**config.mk**
```make
export PLATFORM = sky130hd
export DESIGN_NAME = iod_decoder
export DESIGN_NICKNAME = d
export VERILOG_FILES = /design/src/logic/iod_pkg.sv /design/src/logic/iod_decoder.sv /design/src/logic/iod_reg_imm_dec.sv
export SDC_FILE = /design/constraint.sdc
export NUM_CORES = 1
export LEC_CHECK = 0
export ABC_AREA = 0
export BUFFER_PORTS_ARGS = -buffer_cell sky130_fd_sc_hd__buf_2
export CORE_MARGIN = 2
export CORE_UTILIZATION = 49
export DETAILED_ROUTE_END_ITERATION = 8
export GPL_ROUTABILITY_DRIVEN = 0
export PLACE_DENSITY = 0.91
export SYNTH_ARGS = -nofsm -noshare
export SYNTH_HDL_FRONTEND = slang
export SYNTH_HIERARCHICAL = 1
export SYNTH_SLANG_ARGS = --single-unit
```
**constraint.sdc**
```tcl
create_clock -name i_clk -period 1.2 [get_ports i_clk]
set_clock_uncertainty 0.2 [all_clocks]
set_input_delay 0.18 -clock i_clk [delete_from_list [all_inputs] [get_ports i_clk]]
set_output_delay 0.18 -clock i_clk [all_outputs]
set_load 0.02 [all_outputs]
```
**src/logic/iod_pkg.sv**
```systemverilog
// Constants and types for the instruction opcode decoder
package iod_pkg;

  localparam int IOD_INSTR_W = 32;
  localparam int IOD_FIELD_W = 6;
  localparam int IOD_RT_W = 5;
  localparam int IOD_ROW_W = 3;
  localparam int IOD_RT_ROW_W = 2;

  // Field positions within the instruction word
  localparam int IOD_OPC_MSB = 31;
  localparam int IOD_OPC_LSB = 26;
  localparam int IOD_FN_MSB = 5;
  localparam int IOD_FN_LSB = 0;
  localparam int IOD_RT_MSB = 20;
  localparam int IOD_RT_LSB = 16;

  // Architecture level select
  localparam logic IOD_LEVEL_64 = 1'h0;
  localparam logic IOD_LEVEL_LATER = 1'h1;

  // Rows and columns of the primary table
  localparam logic [2:0] IOD_ROW_DWORD = 3'h3;
  localparam logic [2:0] IOD_ROW_LOAD_HI = 3'h6;
  localparam logic [2:0] IOD_ROW_STORE_HI = 3'h7;
  localparam logic [2:0] IOD_COL_0 = 3'h0;
  localparam logic [2:0] IOD_COL_1 = 3'h1;
  localparam logic [2:0] IOD_COL_2 = 3'h2;
  localparam logic [2:0] IOD_COL_3 = 3'h3;
  localparam logic [2:0] IOD_COL_4 = 3'h4;
  localparam logic [2:0] IOD_COL_6 = 3'h6;
  localparam logic [2:0] IOD_COL_7 = 3'h7;

  // Full opcode and function code points
  localparam logic [5:0] IOD_OPC_FUNCTION_GROUP = 6'h00;
  localparam logic [5:0] IOD_OPC_REG_IMM_GROUP = 6'h01;
  localparam logic [5:0] IOD_OPC_COP_FIRST = 6'h10;
  localparam logic [5:0] IOD_OPC_COP_LAST = 6'h12;
  localparam logic [5:0] IOD_OPC_FP_EXTENDED = 6'h13;
  localparam logic [5:0] IOD_OPC_PREFETCH = 6'h33;
  localparam logic [5:0] IOD_FN_MOVE_ON_FP_FLAG = 6'h01;
  localparam logic [5:0] IOD_FN_MOVE_IF_ZERO = 6'h0a;
  localparam logic [5:0] IOD_FN_MOVE_IF_NONZERO = 6'h0b;

  // Register-immediate trap row
  localparam logic [1:0] IOD_RT_ROW_TRAP = 2'h1;

  // Assigned code points, per level except the register-immediate map, bit index = row * 8 + column
  localparam logic [63:0] IOD_PRI_MAP_64 = 64'hf7f7_7fff_0ff7_ffff;
  localparam logic [63:0] IOD_PRI_MAP_LATER = 64'hf7ff_7fff_0fff_ffff;
  localparam logic [63:0] IOD_FN_MAP_64 = 64'hdd5f_fcff_ffdf_b3dd;
  localparam logic [63:0] IOD_FN_MAP_LATER = 64'hdd5f_fcff_ffdf_bfdf;
  localparam logic [31:0] IOD_RT_MAP = 32'h000f_5f0f;

  typedef enum logic [1:0] {
    IOD_GRP_PRIMARY,
    IOD_GRP_FUNCTION,
    IOD_GRP_REG_IMM
  } iod_group_t;

  typedef enum logic [4:0] {
    IOD_OP_NONE,
    IOD_OP_OTHER,
    IOD_OP_COPROC,
    IOD_OP_DWORD_ADD_IMM_TRAPPING,
    IOD_OP_DWORD_ADD_IMM,
    IOD_OP_DWORD_LOAD_LEFT,
    IOD_OP_DWORD_LOAD_RIGHT,
    IOD_OP_DWORD_LOAD,
    IOD_OP_DWORD_STORE,
    IOD_OP_FP_EXTENDED_GROUP,
    IOD_OP_PREFETCH,
    IOD_OP_MOVE_ON_FP_FLAG,
    IOD_OP_MOVE_IF_ZERO,
    IOD_OP_MOVE_IF_NONZERO,
    IOD_OP_TRAP_GE_IMM,
    IOD_OP_TRAP_GE_IMM_UNSIGNED,
    IOD_OP_TRAP_LT_IMM,
    IOD_OP_TRAP_LT_IMM_UNSIGNED,
    IOD_OP_TRAP_EQ_IMM,
    IOD_OP_TRAP_NE_IMM
  } iod_op_t;

endpackage

```
**src/logic/iod_decoder.sv**
```systemverilog
// Instruction opcode decoder with registered result
// Contract
// - Primary opcode is bits 31..26; 31..29 pick row, 28..26 column.
// - Opcode 000000 decodes bits 5..0; row 5..3, column 2..0.
// - Opcode 000001 decodes bits 20..16; row 20..19, column 18..16.
// - 64-bit level decodes dword add-immediates, dword loads and store.
// - Later level adds fp extended, prefetch and three conditional moves.
`timescale 1ns/100ps
module iod_decoder
  import iod_pkg::*;
(
  // Clock and reset
  input wire logic i_clk,
  input wire logic i_resetn,
  // Instruction from fetch
  input wire logic i_valid,
  input wire logic [IOD_INSTR_W-1:0] i_instr,
  input wire logic i_level_later,
  // Decode result to pipeline control
  output logic o_valid,
  output iod_group_t o_group,
  output iod_op_t o_op,
  output logic [IOD_FIELD_W-1:0] o_code,
  output logic o_reserved
);

  logic [IOD_FIELD_W-1:0] opc;
  logic [IOD_FIELD_W-1:0] fn;
  logic [IOD_ROW_W-1:0] opc_row;
  logic [IOD_ROW_W-1:0] opc_col;
  logic [IOD_RT_W-1:0] rt_field;
  logic [63:0] pri_map;
  logic [63:0] fn_map;
  iod_op_t ri_op;
  logic ri_reserved;

  logic valid_q, valid_d;
  iod_group_t group_q, group_d;
  iod_op_t op_q, op_d;
  logic [IOD_FIELD_W-1:0] code_q, code_d;
  logic reserved_q, reserved_d;

  assign opc = i_instr[IOD_OPC_MSB:IOD_OPC_LSB];
  assign opc_row = opc[IOD_FIELD_W-1:IOD_ROW_W];
  assign opc_col = opc[IOD_ROW_W-1:0];
  assign fn = i_instr[IOD_FN_MSB:IOD_FN_LSB];
  assign rt_field = i_instr[IOD_RT_MSB:IOD_RT_LSB];

  // Assigned code points depend on the level
  assign pri_map = i_level_later ? IOD_PRI_MAP_LATER : IOD_PRI_MAP_64;
  assign fn_map = i_level_later ? IOD_FN_MAP_LATER : IOD_FN_MAP_64;

  iod_reg_imm_dec u_reg_imm (
    .i_second_register_field(rt_field),
    .o_op(ri_op),
    .o_reserved(ri_reserved)
  );

  always_comb begin
    valid_d = i_valid;
    group_d = IOD_GRP_PRIMARY;
    op_d = IOD_OP_OTHER;
    code_d = opc;
    reserved_d = 1'b0;
    if (opc == IOD_OPC_FUNCTION_GROUP) begin
      group_d = IOD_GRP_FUNCTION;
      code_d = fn;
      reserved_d = ~fn_map[fn];
      if (reserved_d) begin
        op_d = IOD_OP_NONE;
      end else if (fn == IOD_FN_MOVE_ON_FP_FLAG) begin
        op_d = IOD_OP_MOVE_ON_FP_FLAG;
      end else if (fn == IOD_FN_MOVE_IF_ZERO) begin
        op_d = IOD_OP_MOVE_IF_ZERO;
      end else if (fn == IOD_FN_MOVE_IF_NONZERO) begin
        op_d = IOD_OP_MOVE_IF_NONZERO;
      end
    end else if (opc == IOD_OPC_REG_IMM_GROUP) begin
      group_d = IOD_GRP_REG_IMM;
      code_d = {1'b0, rt_field};
      op_d = ri_op;
      reserved_d = ri_reserved;
    end else begin
      reserved_d = ~pri_map[opc];
      if (reserved_d) begin
        op_d = IOD_OP_NONE;
      end else if (opc >= IOD_OPC_COP_FIRST && opc <= IOD_OPC_COP_LAST) begin
        op_d = IOD_OP_COPROC;
      end else if (opc == IOD_OPC_FP_EXTENDED) begin
        op_d = IOD_OP_FP_EXTENDED_GROUP;
      end else if (opc == IOD_OPC_PREFETCH) begin
        op_d = IOD_OP_PREFETCH;
      end else if (opc_row == IOD_ROW_DWORD) begin
        case (opc_col)
          IOD_COL_0: op_d = IOD_OP_DWORD_ADD_IMM_TRAPPING;
          IOD_COL_1: op_d = IOD_OP_DWORD_ADD_IMM;
          IOD_COL_2: op_d = IOD_OP_DWORD_LOAD_LEFT;
          IOD_COL_3: op_d = IOD_OP_DWORD_LOAD_RIGHT;
          default: op_d = IOD_OP_NONE;
        endcase
      end else if (opc_row == IOD_ROW_LOAD_HI && opc_col == IOD_COL_7) begin
        op_d = IOD_OP_DWORD_LOAD;
      end else if (opc_row == IOD_ROW_STORE_HI && opc_col == IOD_COL_7) begin
        op_d = IOD_OP_DWORD_STORE;
      end
    end
    // Flags only mean something alongside a valid word
    if (!i_valid) begin
      reserved_d = 1'b0;
    end
  end

  always_ff @(posedge i_clk or negedge i_resetn) begin
    if (!i_resetn) begin
      valid_q <= 1'b0;
      group_q <= IOD_GRP_PRIMARY;
      op_q <= IOD_OP_NONE;
      code_q <= '0;
      reserved_q <= 1'b0;
    end else begin
      valid_q <= valid_d;
      group_q <= group_d;
      op_q <= op_d;
      code_q <= code_d;
      reserved_q <= reserved_d;
    end
  end

  assign o_valid = valid_q;
  assign o_group = group_q;
  assign o_op = op_q;
  assign o_code = code_q;
  assign o_reserved = reserved_q;

endmodule

```
**src/logic/iod_reg_imm_dec.sv**
```systemverilog
// Register-immediate group decoder, combinational
`timescale 1ns/100ps
module iod_reg_imm_dec
  import iod_pkg::*;
(
  // Second register field
  input wire logic [IOD_RT_W-1:0] i_second_register_field,
  // Decode result
  output iod_op_t o_op,
  output logic o_reserved
);

  logic [IOD_RT_ROW_W-1:0] row;
  logic [IOD_ROW_W-1:0] col;

  assign row = i_second_register_field[IOD_RT_W-1:IOD_ROW_W];
  assign col = i_second_register_field[IOD_ROW_W-1:0];
  assign o_reserved = ~IOD_RT_MAP[i_second_register_field];

  always_comb begin
    o_op = IOD_OP_OTHER;
    if (o_reserved) begin
      o_op = IOD_OP_NONE;
    end else if (row == IOD_RT_ROW_TRAP) begin
      case (col)
        IOD_COL_0: o_op = IOD_OP_TRAP_GE_IMM;
        IOD_COL_1: o_op = IOD_OP_TRAP_GE_IMM_UNSIGNED;
        IOD_COL_2: o_op = IOD_OP_TRAP_LT_IMM;
        IOD_COL_3: o_op = IOD_OP_TRAP_LT_IMM_UNSIGNED;
        IOD_COL_4: o_op = IOD_OP_TRAP_EQ_IMM;
        IOD_COL_6: o_op = IOD_OP_TRAP_NE_IMM;
        default: o_op = IOD_OP_NONE;
      endcase
    end
  end

endmodule

```
### After elaboration in Yosys (flattened, before gate mapping)

Memory sizes are Yosys's and may differ from the RTL's.
Index checks and enable logic that the tools add are counted.

* input bits: 36
* bits in read-only memories: 32
* output and inout port bits: 15
* bits in registers: 15
* memories kept: 1

Memories
* (name not given): words 32, width 1, read ports 1, clocked after memory_dff 0, wr ports 0, line iod_reg_imm_dec.sv:18 `assign o_reserved = ~IOD_RT_MAP[i_second_register_field];`

* bitwise logic cells: 3
* reduce and logical (&&, ||, !) cells: 6
* multiplexer cells: 31
* order comparisons: 5
* equality and inequality tests: 19

Operators with widths (count)
* $mux W52: 1
* $mux W5: 9
* $pmux W5 S6: 1
* $mux W4: 6
* $eq A3 B2 Y1 const B: 5
* $eq A3 B3 Y1 const B: 5
* $lt A6 B7 Y1 const B: 2
* $bmux W1 S6: 2
* $eq A6 B1 Y1 const B: 2
* $eq A6 B4 Y1 const B: 2
* $mux W12: 1
* $mux W6: 2
* $pmux W3 S4: 1
* $eq A3 B1 Y1 const B: 2
* $eq A6 B5 Y1 const B: 1
* $eq A6 B6 Y1 const B: 1
* $ge A6 B5 Y1 const B: 1
* $le A6 B5 Y1 const B: 1
* $logic_not A3 Y1: 2
* $logic_not A6 Y1: 1
* $lt A5 B6 Y1 const B: 1
* $mux W1: 6
* $mux W2: 2
* $logic_and A1 B1 Y1: 3
* other kinds (2): 4

### Longest topological paths before layout

Gate-level depths: netlist of run 1.

* word-level depth: 11
* gate-level depth with buffers: 7
* depth with buffers taken out: 5

### Hierarchy

Netlist of run 1, hierarchy kept.

Modules (own cells, without submodules)
* iod_decoder: sequential area each 375.4 um^2, area each 973.4 um^2, cells each 103, instances 1
* iod_reg_imm_dec: sequential area each 0.0 um^2, area each 85.1 um^2, cells each 15, instances 1

### Worst setup path before layout of run 1

No wires, ideal clock.

* path kind: input-to-reg
* from: input i_instr[27]
* to: register reserved_q, in the netlist o_reserved
* setup time: 0.138 ns
* setup slack: -0.508 ns
* path buffers: 1
* data required time: 0.862 ns
* cell stages on the path: 5
* arrival: 1.370 ns
* cells stage by stage: or4_1 or2_2 clkbuf_1 o31ai_1 a221oi_1

* longest elaborated chain between the ends: 6
* elaborated cells between the ends (all ways): 8

Ends and longest elaborated chain
* start, declared: line iod_decoder.sv:17 `input wire logic [IOD_INSTR_W-1:0] i_instr,`
* $bmux W1 S6: line iod_decoder.sv:84 `reserved_d = ~pri_map[opc];`
* $mux W1 (implied by the code): line iod_decoder.sv:84
* $not A1 Y1: line iod_decoder.sv:84
* $mux W1: line iod_decoder.sv:78 `end else if (opc == IOD_OPC_REG_IMM_GROUP) begin`
* $mux W1 *: line iod_decoder.sv:65 `if (opc == IOD_OPC_FUNCTION_GROUP) begin`
* $mux W1 *: line iod_decoder.sv:108 `if (!i_valid) begin`
* net reserved_d: line iod_decoder.sv:41 `logic reserved_q, reserved_d;`
* end signal, assigned: line iod_decoder.sv:125 `reserved_q <= reserved_d;`
* end, declared: line iod_decoder.sv:41

Mark *: on every way through the listed nets, which the timed path passes. The rest lies on a longest branch. The select of a mux whose other input is x is not followed.

### Worst setup path after layout of run 1

* from: input i_instr[28]
* to: register reserved_q, in the netlist o_reserved

Same word-level chain as after synthesis.

==> results of run 1 <==
kinds of logic after synthesis:
| family | count (synthesis) | synth area share [%] |
|---|---|---|
| compound gates | 44 | 29.55 |
| simple gates | 38 | 21.40 |
| buf+inv | 19 | 11.70 |
| flops | 15 | 35.46 |
| mux | 2 | 1.891 |
repair_timing:
action / in CTS / in global routing
resized for setup: 15 / 21
cloned: 0 / 0
hold buffers: 2 / 0
endpoints found under the setup margin: 13 / 18
setup buffers: 3 / 1
hold endpoints to repair: 17 / 0
pin swaps: 8 / 1
per-stage QoR:
step	setup WS (ps)	TNS [ps]	util [%]	hold WS, ps	instances
after floorplan	-483.7	-4333	-	-315.6	118
after detailed placement	-632.7	-6910	70.69	-116.2	196
after global routing	-343.2	-2848	81.81	34.60	206
after CTS	-276.5	-2162	77.56	45.63	205
after global placement	-615.2	-6663	70.69	-122.2	196
final	-297.1	-2494	81.81	37.69	206
critical path: cells and delay by family:
| kind | cells | cell delay [ps] |
|---|---|---|
| simple gates | 1 | 530 |
| compound gates | 3 | 680 |
| buf+inv | 1 | 90 |
routing by layer:
layer  global-route usage (%)  vias up  routed length, µm
li1                         -      558                  -
met1                    30.11      563               1236
met2                    43.86       74               1769
met3                    3.571       10                243
met4                    17.57        0                 91
met5                        0        -                  0
power breakdown:
part,internal [mW],switching (mW)
sequential,0.528,0.00625
combinational,0.182,0.226
clock,0.129,0.145
total,0.839,0.377
sequential cells by signal, summed over array words and instances, names as in the netlist:
| name | flops |
|---|---|
| o_code | 6 |
| o_op | 5 |
| o_group | 2 |
| o_reserved | 1 |
| o_valid | 1 |
Yosys cell counts (2+ instances only):
library cell / number / area (µm²)
sky130_fd_sc_hd__a21o_1: 2 / 15.01
sky130_fd_sc_hd__dfrtp_1: 15 / 375.4
sky130_fd_sc_hd__o21bai_1: 3 / 22.52
sky130_fd_sc_hd__nor3_1: 2 / 10.01
sky130_fd_sc_hd__nor2_1: 8 / 30.03
sky130_fd_sc_hd__and2_1: 2 / 12.51
sky130_fd_sc_hd__mux2i_1: 2 / 20.02
sky130_fd_sc_hd__buf_4: 2 / 15.01
sky130_fd_sc_hd__nand3_1: 4 / 20.02
sky130_fd_sc_hd__or2_2: 2 / 12.51
sky130_fd_sc_hd__clkbuf_8: 3 / 41.29
sky130_fd_sc_hd__nand2b_4: 2 / 27.53
sky130_fd_sc_hd__a21oi_1: 13 / 65.06
sky130_fd_sc_hd__o31ai_1: 2 / 15.01
sky130_fd_sc_hd__inv_1: 10 / 37.54
sky130_fd_sc_hd__clkbuf_1: 2 / 7.510
sky130_fd_sc_hd__o21ai_0: 8 / 40.04
sky130_fd_sc_hd__nand2_1: 9 / 33.78
sky130_fd_sc_hd__o22a_1: 2 / 17.52
sky130_fd_sc_hd__buf_6: 2 / 22.52
sky130_fd_sc_hd__o32ai_1: 2 / 17.52
final cells by class:
cell class                      count  area [µm²]
Clock buffer                        4       26.28
Tap cell                           27       33.78
Sequential cell                    15       375.4
Fill cell                         114       364.1
Timing Repair Buffer               66       466.7
Multi-Input combinational cell     84       695.7
Inverter                           10       40.04
worst min-delay path by stage:
stage,from,endpoint,slack [ps],cells after the start
finish,i_instr[5],o_code[5],40,3
global route,i_instr[5],o_code[5],30,3
CTS,i_instr[5],o_code[5],50,3
detailed placement,i_resetn,o_op[2],-120,1
global placement,i_resetn,o_code[0],-120,1
floorplan,i_resetn,o_code[0],-320,0
==> metrics.log, run 1 <==
[metrics] run status: finished, violations left
[metrics] failing checks: negative setup slack
[metrics] net count after synthesis: 154
[metrics] DRC viols: 0
[metrics] peak ir drop on the vdd network: around 0.7 mV
[metrics] routed length per instance: 16.21 µm
[metrics] TritonRoute pass-1 iters: 4
[metrics] routed vias: approximately 1200
[metrics] highest cell delay on the worst timing path: 530 ps
[metrics] vias in the first global route: between 1000 and 1500
[metrics] end point of the critical path: o_reserved
[metrics] number of rows in the core area: 16
[metrics] sum of internal, switching and leakage power: 1.216 mW
[metrics] Antenna Violating Nets Remaining: 0
[metrics] pins over their slew limit: 0
[metrics] DRC violation total after the first TritonRoute iteration: 55
[metrics] startpoint kind of the worst setup timing path: primary input
[metrics] I/O pin count: 51
[metrics] number of distinct library cell variants in the gate-level netlist after synthesis: 42
[metrics] final cell area excluding filler cells: 1638 µm²
[metrics] die height: 50.48 µm
[metrics] final hold violation count: 0
[metrics] Final setup violation count: 13
[metrics] total track usage: 25.88%
[metrics] clock tree from TritonCTS: done
[metrics] total number of H-tree levels: 1
[metrics] Worst Setup SP: i_instr[28]
[metrics] fin nets: 216
[metrics] leakage component of the power: 0.7873 nW
[metrics] Floorplan Core Area: 2002 µm²
[metrics] async set-reset flop share out of synthesis: between 90% and 100%
[metrics] cell chosen for the clock root: sky130_fd_sc_hd__clkbuf_4
[metrics] share of the clock period used by the worst path: 124.8%
[metrics] growth of design area from synthesis to finish: 54.73%
[metrics] Worst Setup Slack, final: -297.1 ps
[metrics] class of the worst hold path: in2reg
[metrics] Synth Warn #: 6
[metrics] RSZ-0062 raised after global routing: yes
[metrics] placed cell area: 1415 µm²
[metrics] die area: 2548 µm²
[metrics] post-layout minimum cycle time: 1497 ps
[metrics] DIE WIDTH: 50.48 µm
[metrics] clock sink count: 15
[metrics] antenna violations before repair: 0
[metrics] MaxCap Viol Count: 0
[metrics] register bit count reported by yosys: 15
[metrics] standard cell with the maximum stage delay on the critical path: sky130_fd_sc_hd__or4_4
[metrics] worst slew slack as a fraction of its limit: 74.01%
[metrics] detailed placement HPWL: 2169 µm
[metrics] wire length of the first global-routing pass: 4926 µm
[metrics] maximum fanout along the worst path: 4
[metrics] CP arrival: 1490 ps
[metrics] actual slew at the worst max-slew pin: 385.0 ps
[metrics] fraction of layout cells with a size suffix above 1: around 52%
[metrics] data required time of the critical path: between 1000 and 1500 ps
[metrics] CTS max path bufs: 2
[metrics] Post-Route WL: 3340 µm
[metrics] most common cell after layout, fill and taps aside: sky130_fd_sc_hd__buf_4
[metrics] commonest non-fill, non-tap cells in the layout: 28 x sky130_fd_sc_hd__buf_4, 27 x sky130_fd_sc_hd__buf_2, 15 x sky130_fd_sc_hd__dfrtp_1, 10 x sky130_fd_sc_hd__a21oi_1
[metrics] EDFF count, synth: 0
[metrics] Crit Path Class: in2reg
[metrics] sequential fraction of the synthesis area: 35.46%
[metrics] post-detailed-route via-to-cell ratio: 5.850
[metrics] total global routing overflow: 0
[metrics] f_max: 0.6680 GHz
[metrics] antenna diode count: 0
[metrics] Worst setup EP type: flip-flop
[metrics] effective utilization at floorplan: between 50% and 60%
[metrics] pin count of the biggest net entering global routing: 17
[metrics] summed instance area of the synthesized netlist: approximately 1100 µm²
[metrics] Clock Pin Slew Worst Setup and Hold Paths: 70 ps
[metrics] Gate Count Post-Synth: 118
[metrics] commonest register cell after synthesis: sky130_fd_sc_hd__dfrtp_1
[metrics] total clock buffers created by CTS: 3
[metrics] power per cell area: 742.5 nW/µm²
[metrics] post-synthesis area per instance: ~9 µm²
[metrics] IO buf count: 35
[metrics] ordered list of cells on the worst path: buf_6, or4_4, a211o_1, o311a_4, a221oi_2
(Power assumes the default switching activity.)
==> inputs of run 2 (changes only) <==
--- a/config.mk
+++ b/config.mk
@@ -8,11 +8,10 @@
 export ABC_AREA = 0
 export BUFFER_PORTS_ARGS = -buffer_cell sky130_fd_sc_hd__buf_2
 export CORE_MARGIN = 2
-export CORE_UTILIZATION = 49
+export CORE_UTILIZATION = 47
 export DETAILED_ROUTE_END_ITERATION = 8
 export GPL_ROUTABILITY_DRIVEN = 0
 export PLACE_DENSITY = 0.91
 export SYNTH_ARGS = -nofsm -noshare
 export SYNTH_HDL_FRONTEND = slang
-export SYNTH_HIERARCHICAL = 1
 export SYNTH_SLANG_ARGS = --single-unit
==> metrics.log, run 2 <==
[metrics] highest cell delay on the worst timing path: 480 ps (-50 ps)
[metrics] post-synthesis area per instance: 9.192 µm² (+2.5%)
[metrics] Worst Setup Slack, final: -281.5 ps (+15.54 ps)
[metrics] CP arrival: 1480 ps (about the same)
[metrics] Synth Warn #: 0 (-6)
[metrics] routed length per instance: 19.91 µm (+23%)
[metrics] post-layout minimum cycle time: 1482 ps (-15.53 ps)
[metrics] routed vias: 1201 (-0.33%)
[metrics] net count after synthesis: 137 (-11%)
[metrics] antenna diode count: 0 (unchanged)
[metrics] f_max: 0.6750 GHz (+1.0%)
[metrics] TritonRoute pass-1 iters: 4 (unchanged)
[metrics] worst slew slack as a fraction of its limit: 73.91% (-0.10 points)
[metrics] Synth top cells by count: 15 x sky130_fd_sc_hd__dfrtp_1, 12 x sky130_fd_sc_hd__nand2_1, 6 x sky130_fd_sc_hd__nor2_1
[metrics] growth of design area from synthesis to finish: 75.34%
[metrics] area used by multi-input combinational logic: 608.1 µm² (-13%)
[metrics] summed instance area of the synthesized netlist: 928.4 µm² (-12%)
[metrics] total global routing overflow: 0 (unchanged)
[metrics] Post-Route WL: 3923 µm (+17%)
[metrics] data required time of the critical path: 1200 ps (about the same)
[metrics] cell taking the most area after synthesis: sky130_fd_sc_hd__dfrtp_1
[metrics] Gate Count Post-Synth: 101 (-14%)
[metrics] final hold violation count: 0 (unchanged)
[metrics] total clock buffers created by CTS: 3 (unchanged)
[metrics] run status: finished, violations left
[metrics] total negative slack: -1487 ps (+1007 ps)
[metrics] class of the worst hold path: in2reg
[metrics] sequential fraction of the synthesis area: 40.43% (+5.0 points)
[metrics] actual slew at the worst max-slew pin: 387.3 ps (+2.303 ps)
[metrics] sum of internal, switching and leakage power: 1.261 mW (+3.7%)
[metrics] startpoint kind of the worst setup timing path: primary input
[metrics] count leader, synth: sky130_fd_sc_hd__dfrtp_1
[metrics] Worst setup EP type: flip-flop
[metrics] max FFs per register: 6 (unchanged)
[metrics] number of buffer and inverter instances along the worst setup path: 1 (unchanged)
[metrics] Area contributors post-synth: sky130_fd_sc_hd__dfrtp_1 40%, sky130_fd_sc_hd__nand2_1 4.9%, sky130_fd_sc_hd__a221o_1 4.3%
[metrics] Crit Path Class: in2reg
[metrics] number of rows in the core area: 16 (unchanged)
[metrics] most common cell after layout, fill and taps aside: sky130_fd_sc_hd__buf_4
[metrics] cell family with the largest share of critical-path delay: simple AND/OR/NAND/NOR gates
[metrics] wire length of the first global-routing pass: 5161 µm (+4.8%)
[metrics] area share of the largest cell type after synthesis: 40.43% (+5.0 points)
[metrics] EDFF count, synth: 0 (unchanged)
[metrics] async set-reset flop share out of synthesis: 100.0% (unchanged)
[metrics] standard cell with the maximum stage delay on the critical path: sky130_fd_sc_hd__or4_4
[metrics] pin count of the biggest net entering global routing: 16 (-1)
[metrics] DIE WIDTH: 48.45 µm (-4.0%)
[metrics] leakage component of the power: 0.7887 nW (+0.17%)
[metrics] detailed placement HPWL: 2262 µm (+4.3%)
[metrics] clock sink count: 15 (unchanged)
[metrics] share of the clock period used by the worst path: 123.5% (-1.3 points)
[metrics] power per cell area: 774.5 nW/µm² (+4.3%)
[metrics] Floorplan Core Area: 1902 µm² (-5.0%)
[metrics] total number of H-tree levels: 1 (unchanged)
[metrics] die height: 48.45 µm (-4.0%)
[metrics] DRC viols: 0 (unchanged)
[metrics] pins over their slew limit: 0 (unchanged)
[metrics] maximum fanout along the worst path: 4 (unchanged)
[metrics] DRC violation total after the first TritonRoute iteration: 65 (+18%)
[metrics] antenna violations before repair: 0 (unchanged)
[metrics] logic depth of the worst setup path including buffers: 6 (+1)
[metrics] Final setup violation count: 14 (+1)
[metrics] failing checks: negative setup slack
[metrics] total track usage: 28.87% (+3.0 points)
[metrics] fraction of layout cells with a size suffix above 1: 52.94% (+0.99 points)
[metrics] fin nets: 207 (-4.2%)
[metrics] Reg area: 375.4 µm² (unchanged)
[metrics] commonest non-fill, non-tap cells in the layout: 31 x sky130_fd_sc_hd__buf_4, 17 x sky130_fd_sc_hd__buf_6, 16 x sky130_fd_sc_hd__buf_2, 15 x sky130_fd_sc_hd__dfrtp_1, 10 x sky130_fd_sc_hd__nand2_1
[metrics] RSZ-0062 raised after global routing: yes
[metrics] Antenna Violating Nets Remaining: 0 (unchanged)
[metrics] final-layout fill cell count: 91 (-20%)
[metrics] post-detailed-route via-to-cell ratio: 6.096 (+4.2%)
[metrics] ordered list of cells on the worst path: buf_8, or3b_4, o31a_1, o22ai_2, or4_4, o311ai_4
[metrics] number of distinct library cell variants in the gate-level netlist after synthesis: 41 (-2.4%)
[metrics] die area: 2347 µm² (-7.9%)
[metrics] commonest register cell after synthesis: sky130_fd_sc_hd__dfrtp_1
[metrics] I/O pin count: 51 (unchanged)
[metrics] clock tree from TritonCTS: done
[metrics] CTS max path bufs: 2 (unchanged)
[metrics] MaxCap Viol Count: 0 (unchanged)
[metrics] number of cells on the worst hold path: 2 (-1)
[metrics] Clock Pin Slew Worst Setup and Hold Paths: 100 ps (+30 ps)
[metrics] IO buf count: 35 (unchanged)
[metrics] vias in the first global route: 1122 (+3.8%)
[metrics] peak ir drop on the vdd network: 0.5492 mV (-22%)
[metrics] effective utilization at floorplan: 48.82% (-4.1 points)
[metrics] register bit count reported by yosys: 15 (unchanged)
[metrics] cell chosen for the clock root: sky130_fd_sc_hd__clkbuf_4
run 2: cell types whose count changed in the layout (fill, tap and decap cells not counted), moves of 3 or more:
cell,change
sky130_fd_sc_hd__buf_6,+8
sky130_fd_sc_hd__buf_2,-11
sky130_fd_sc_hd__nor2_1,-3
sky130_fd_sc_hd__a221o_1,+3
sky130_fd_sc_hd__a21oi_1,-5
sky130_fd_sc_hd__o21ai_2,-3
sky130_fd_sc_hd__nand2b_1,+3
sky130_fd_sc_hd__buf_4,+3
sky130_fd_sc_hd__inv_1,-7
run 2: metal layers:
layer  vias to the layer above  part of all wire, %  GRT usage [%]
li1                        528                    -              -
met1                       551                   37          32.06
met2                       102                   50          53.47
met3                        20                  8.6          2.469
met4                         0                  4.2          17.14
met5                         -                    0              0
run 2: stage by stage:
step	utilization, %	cells	worst slack [ps]	cell area (µm²)	hold slack (ps)
final	85.59	197	-281.5	1628	9.006
after global routing	85.59	197	-289.1	1628	-0.2697
after CTS	76.45	196	-208.8	1454	-12.20
after detailed placement	70.20	187	-570.6	1335	-114.8
after global placement	70.20	187	-468.5	1335	-121.4
after floorplan	-	101	-497.8	958.4	-315.6
run 2: cell families (layout without fill, tap and decap cells):
group                  count (synthesis)  in the layout  synth area share, %
AO/OA/AOI/OAI                         32             32                25.74
AND/OR/NAND/NOR                       44             44                26.69
buffers and inverters                  8             77                4.985
multiplexers                           2              2                2.156
flip-flops                            15             15                40.43
run 2: final cells by class:
class,instances,share of cell area (%)
clock buffers,3,1.384
clock inverters,1,0.3075
flip-flops and latches,15,23.06
well taps,27,2.075
repair buffers,70,35.13
inverters,3,0.6918
multi-input cells,78,37.36
run 2: report_power, final:
group | leakage (nW) | total [mW] | internal [mW] | switching (mW)
sequential | 0.189 | 0.539 | 0.527 | 0.0113
clock | 0.0177 | 0.294 | 0.124 | 0.170
combinational | 0.582 | 0.428 | 0.210 | 0.217
total | 0.789 | 1.26 | 0.862 | 0.399
run 2: timing repair:
item / in CTS / in global routing
gates resized for setup: 14 / 45
pin swaps: 3 / 10
hold buffers: 3 / 0
hold endpoints to repair: 19 / 0
setup buffers: 2 / 1
setup endpoints to repair: 12 / 22
run 2: path summary, 6_finish.rpt:
kind,start,to
setup / recovery,i_instr[0],o_op[1]
hold / removal,i_instr[17],o_code[1]
max in group asynchronous,i_resetn,o_valid
min in group asynchronous,i_resetn,o_code[4]
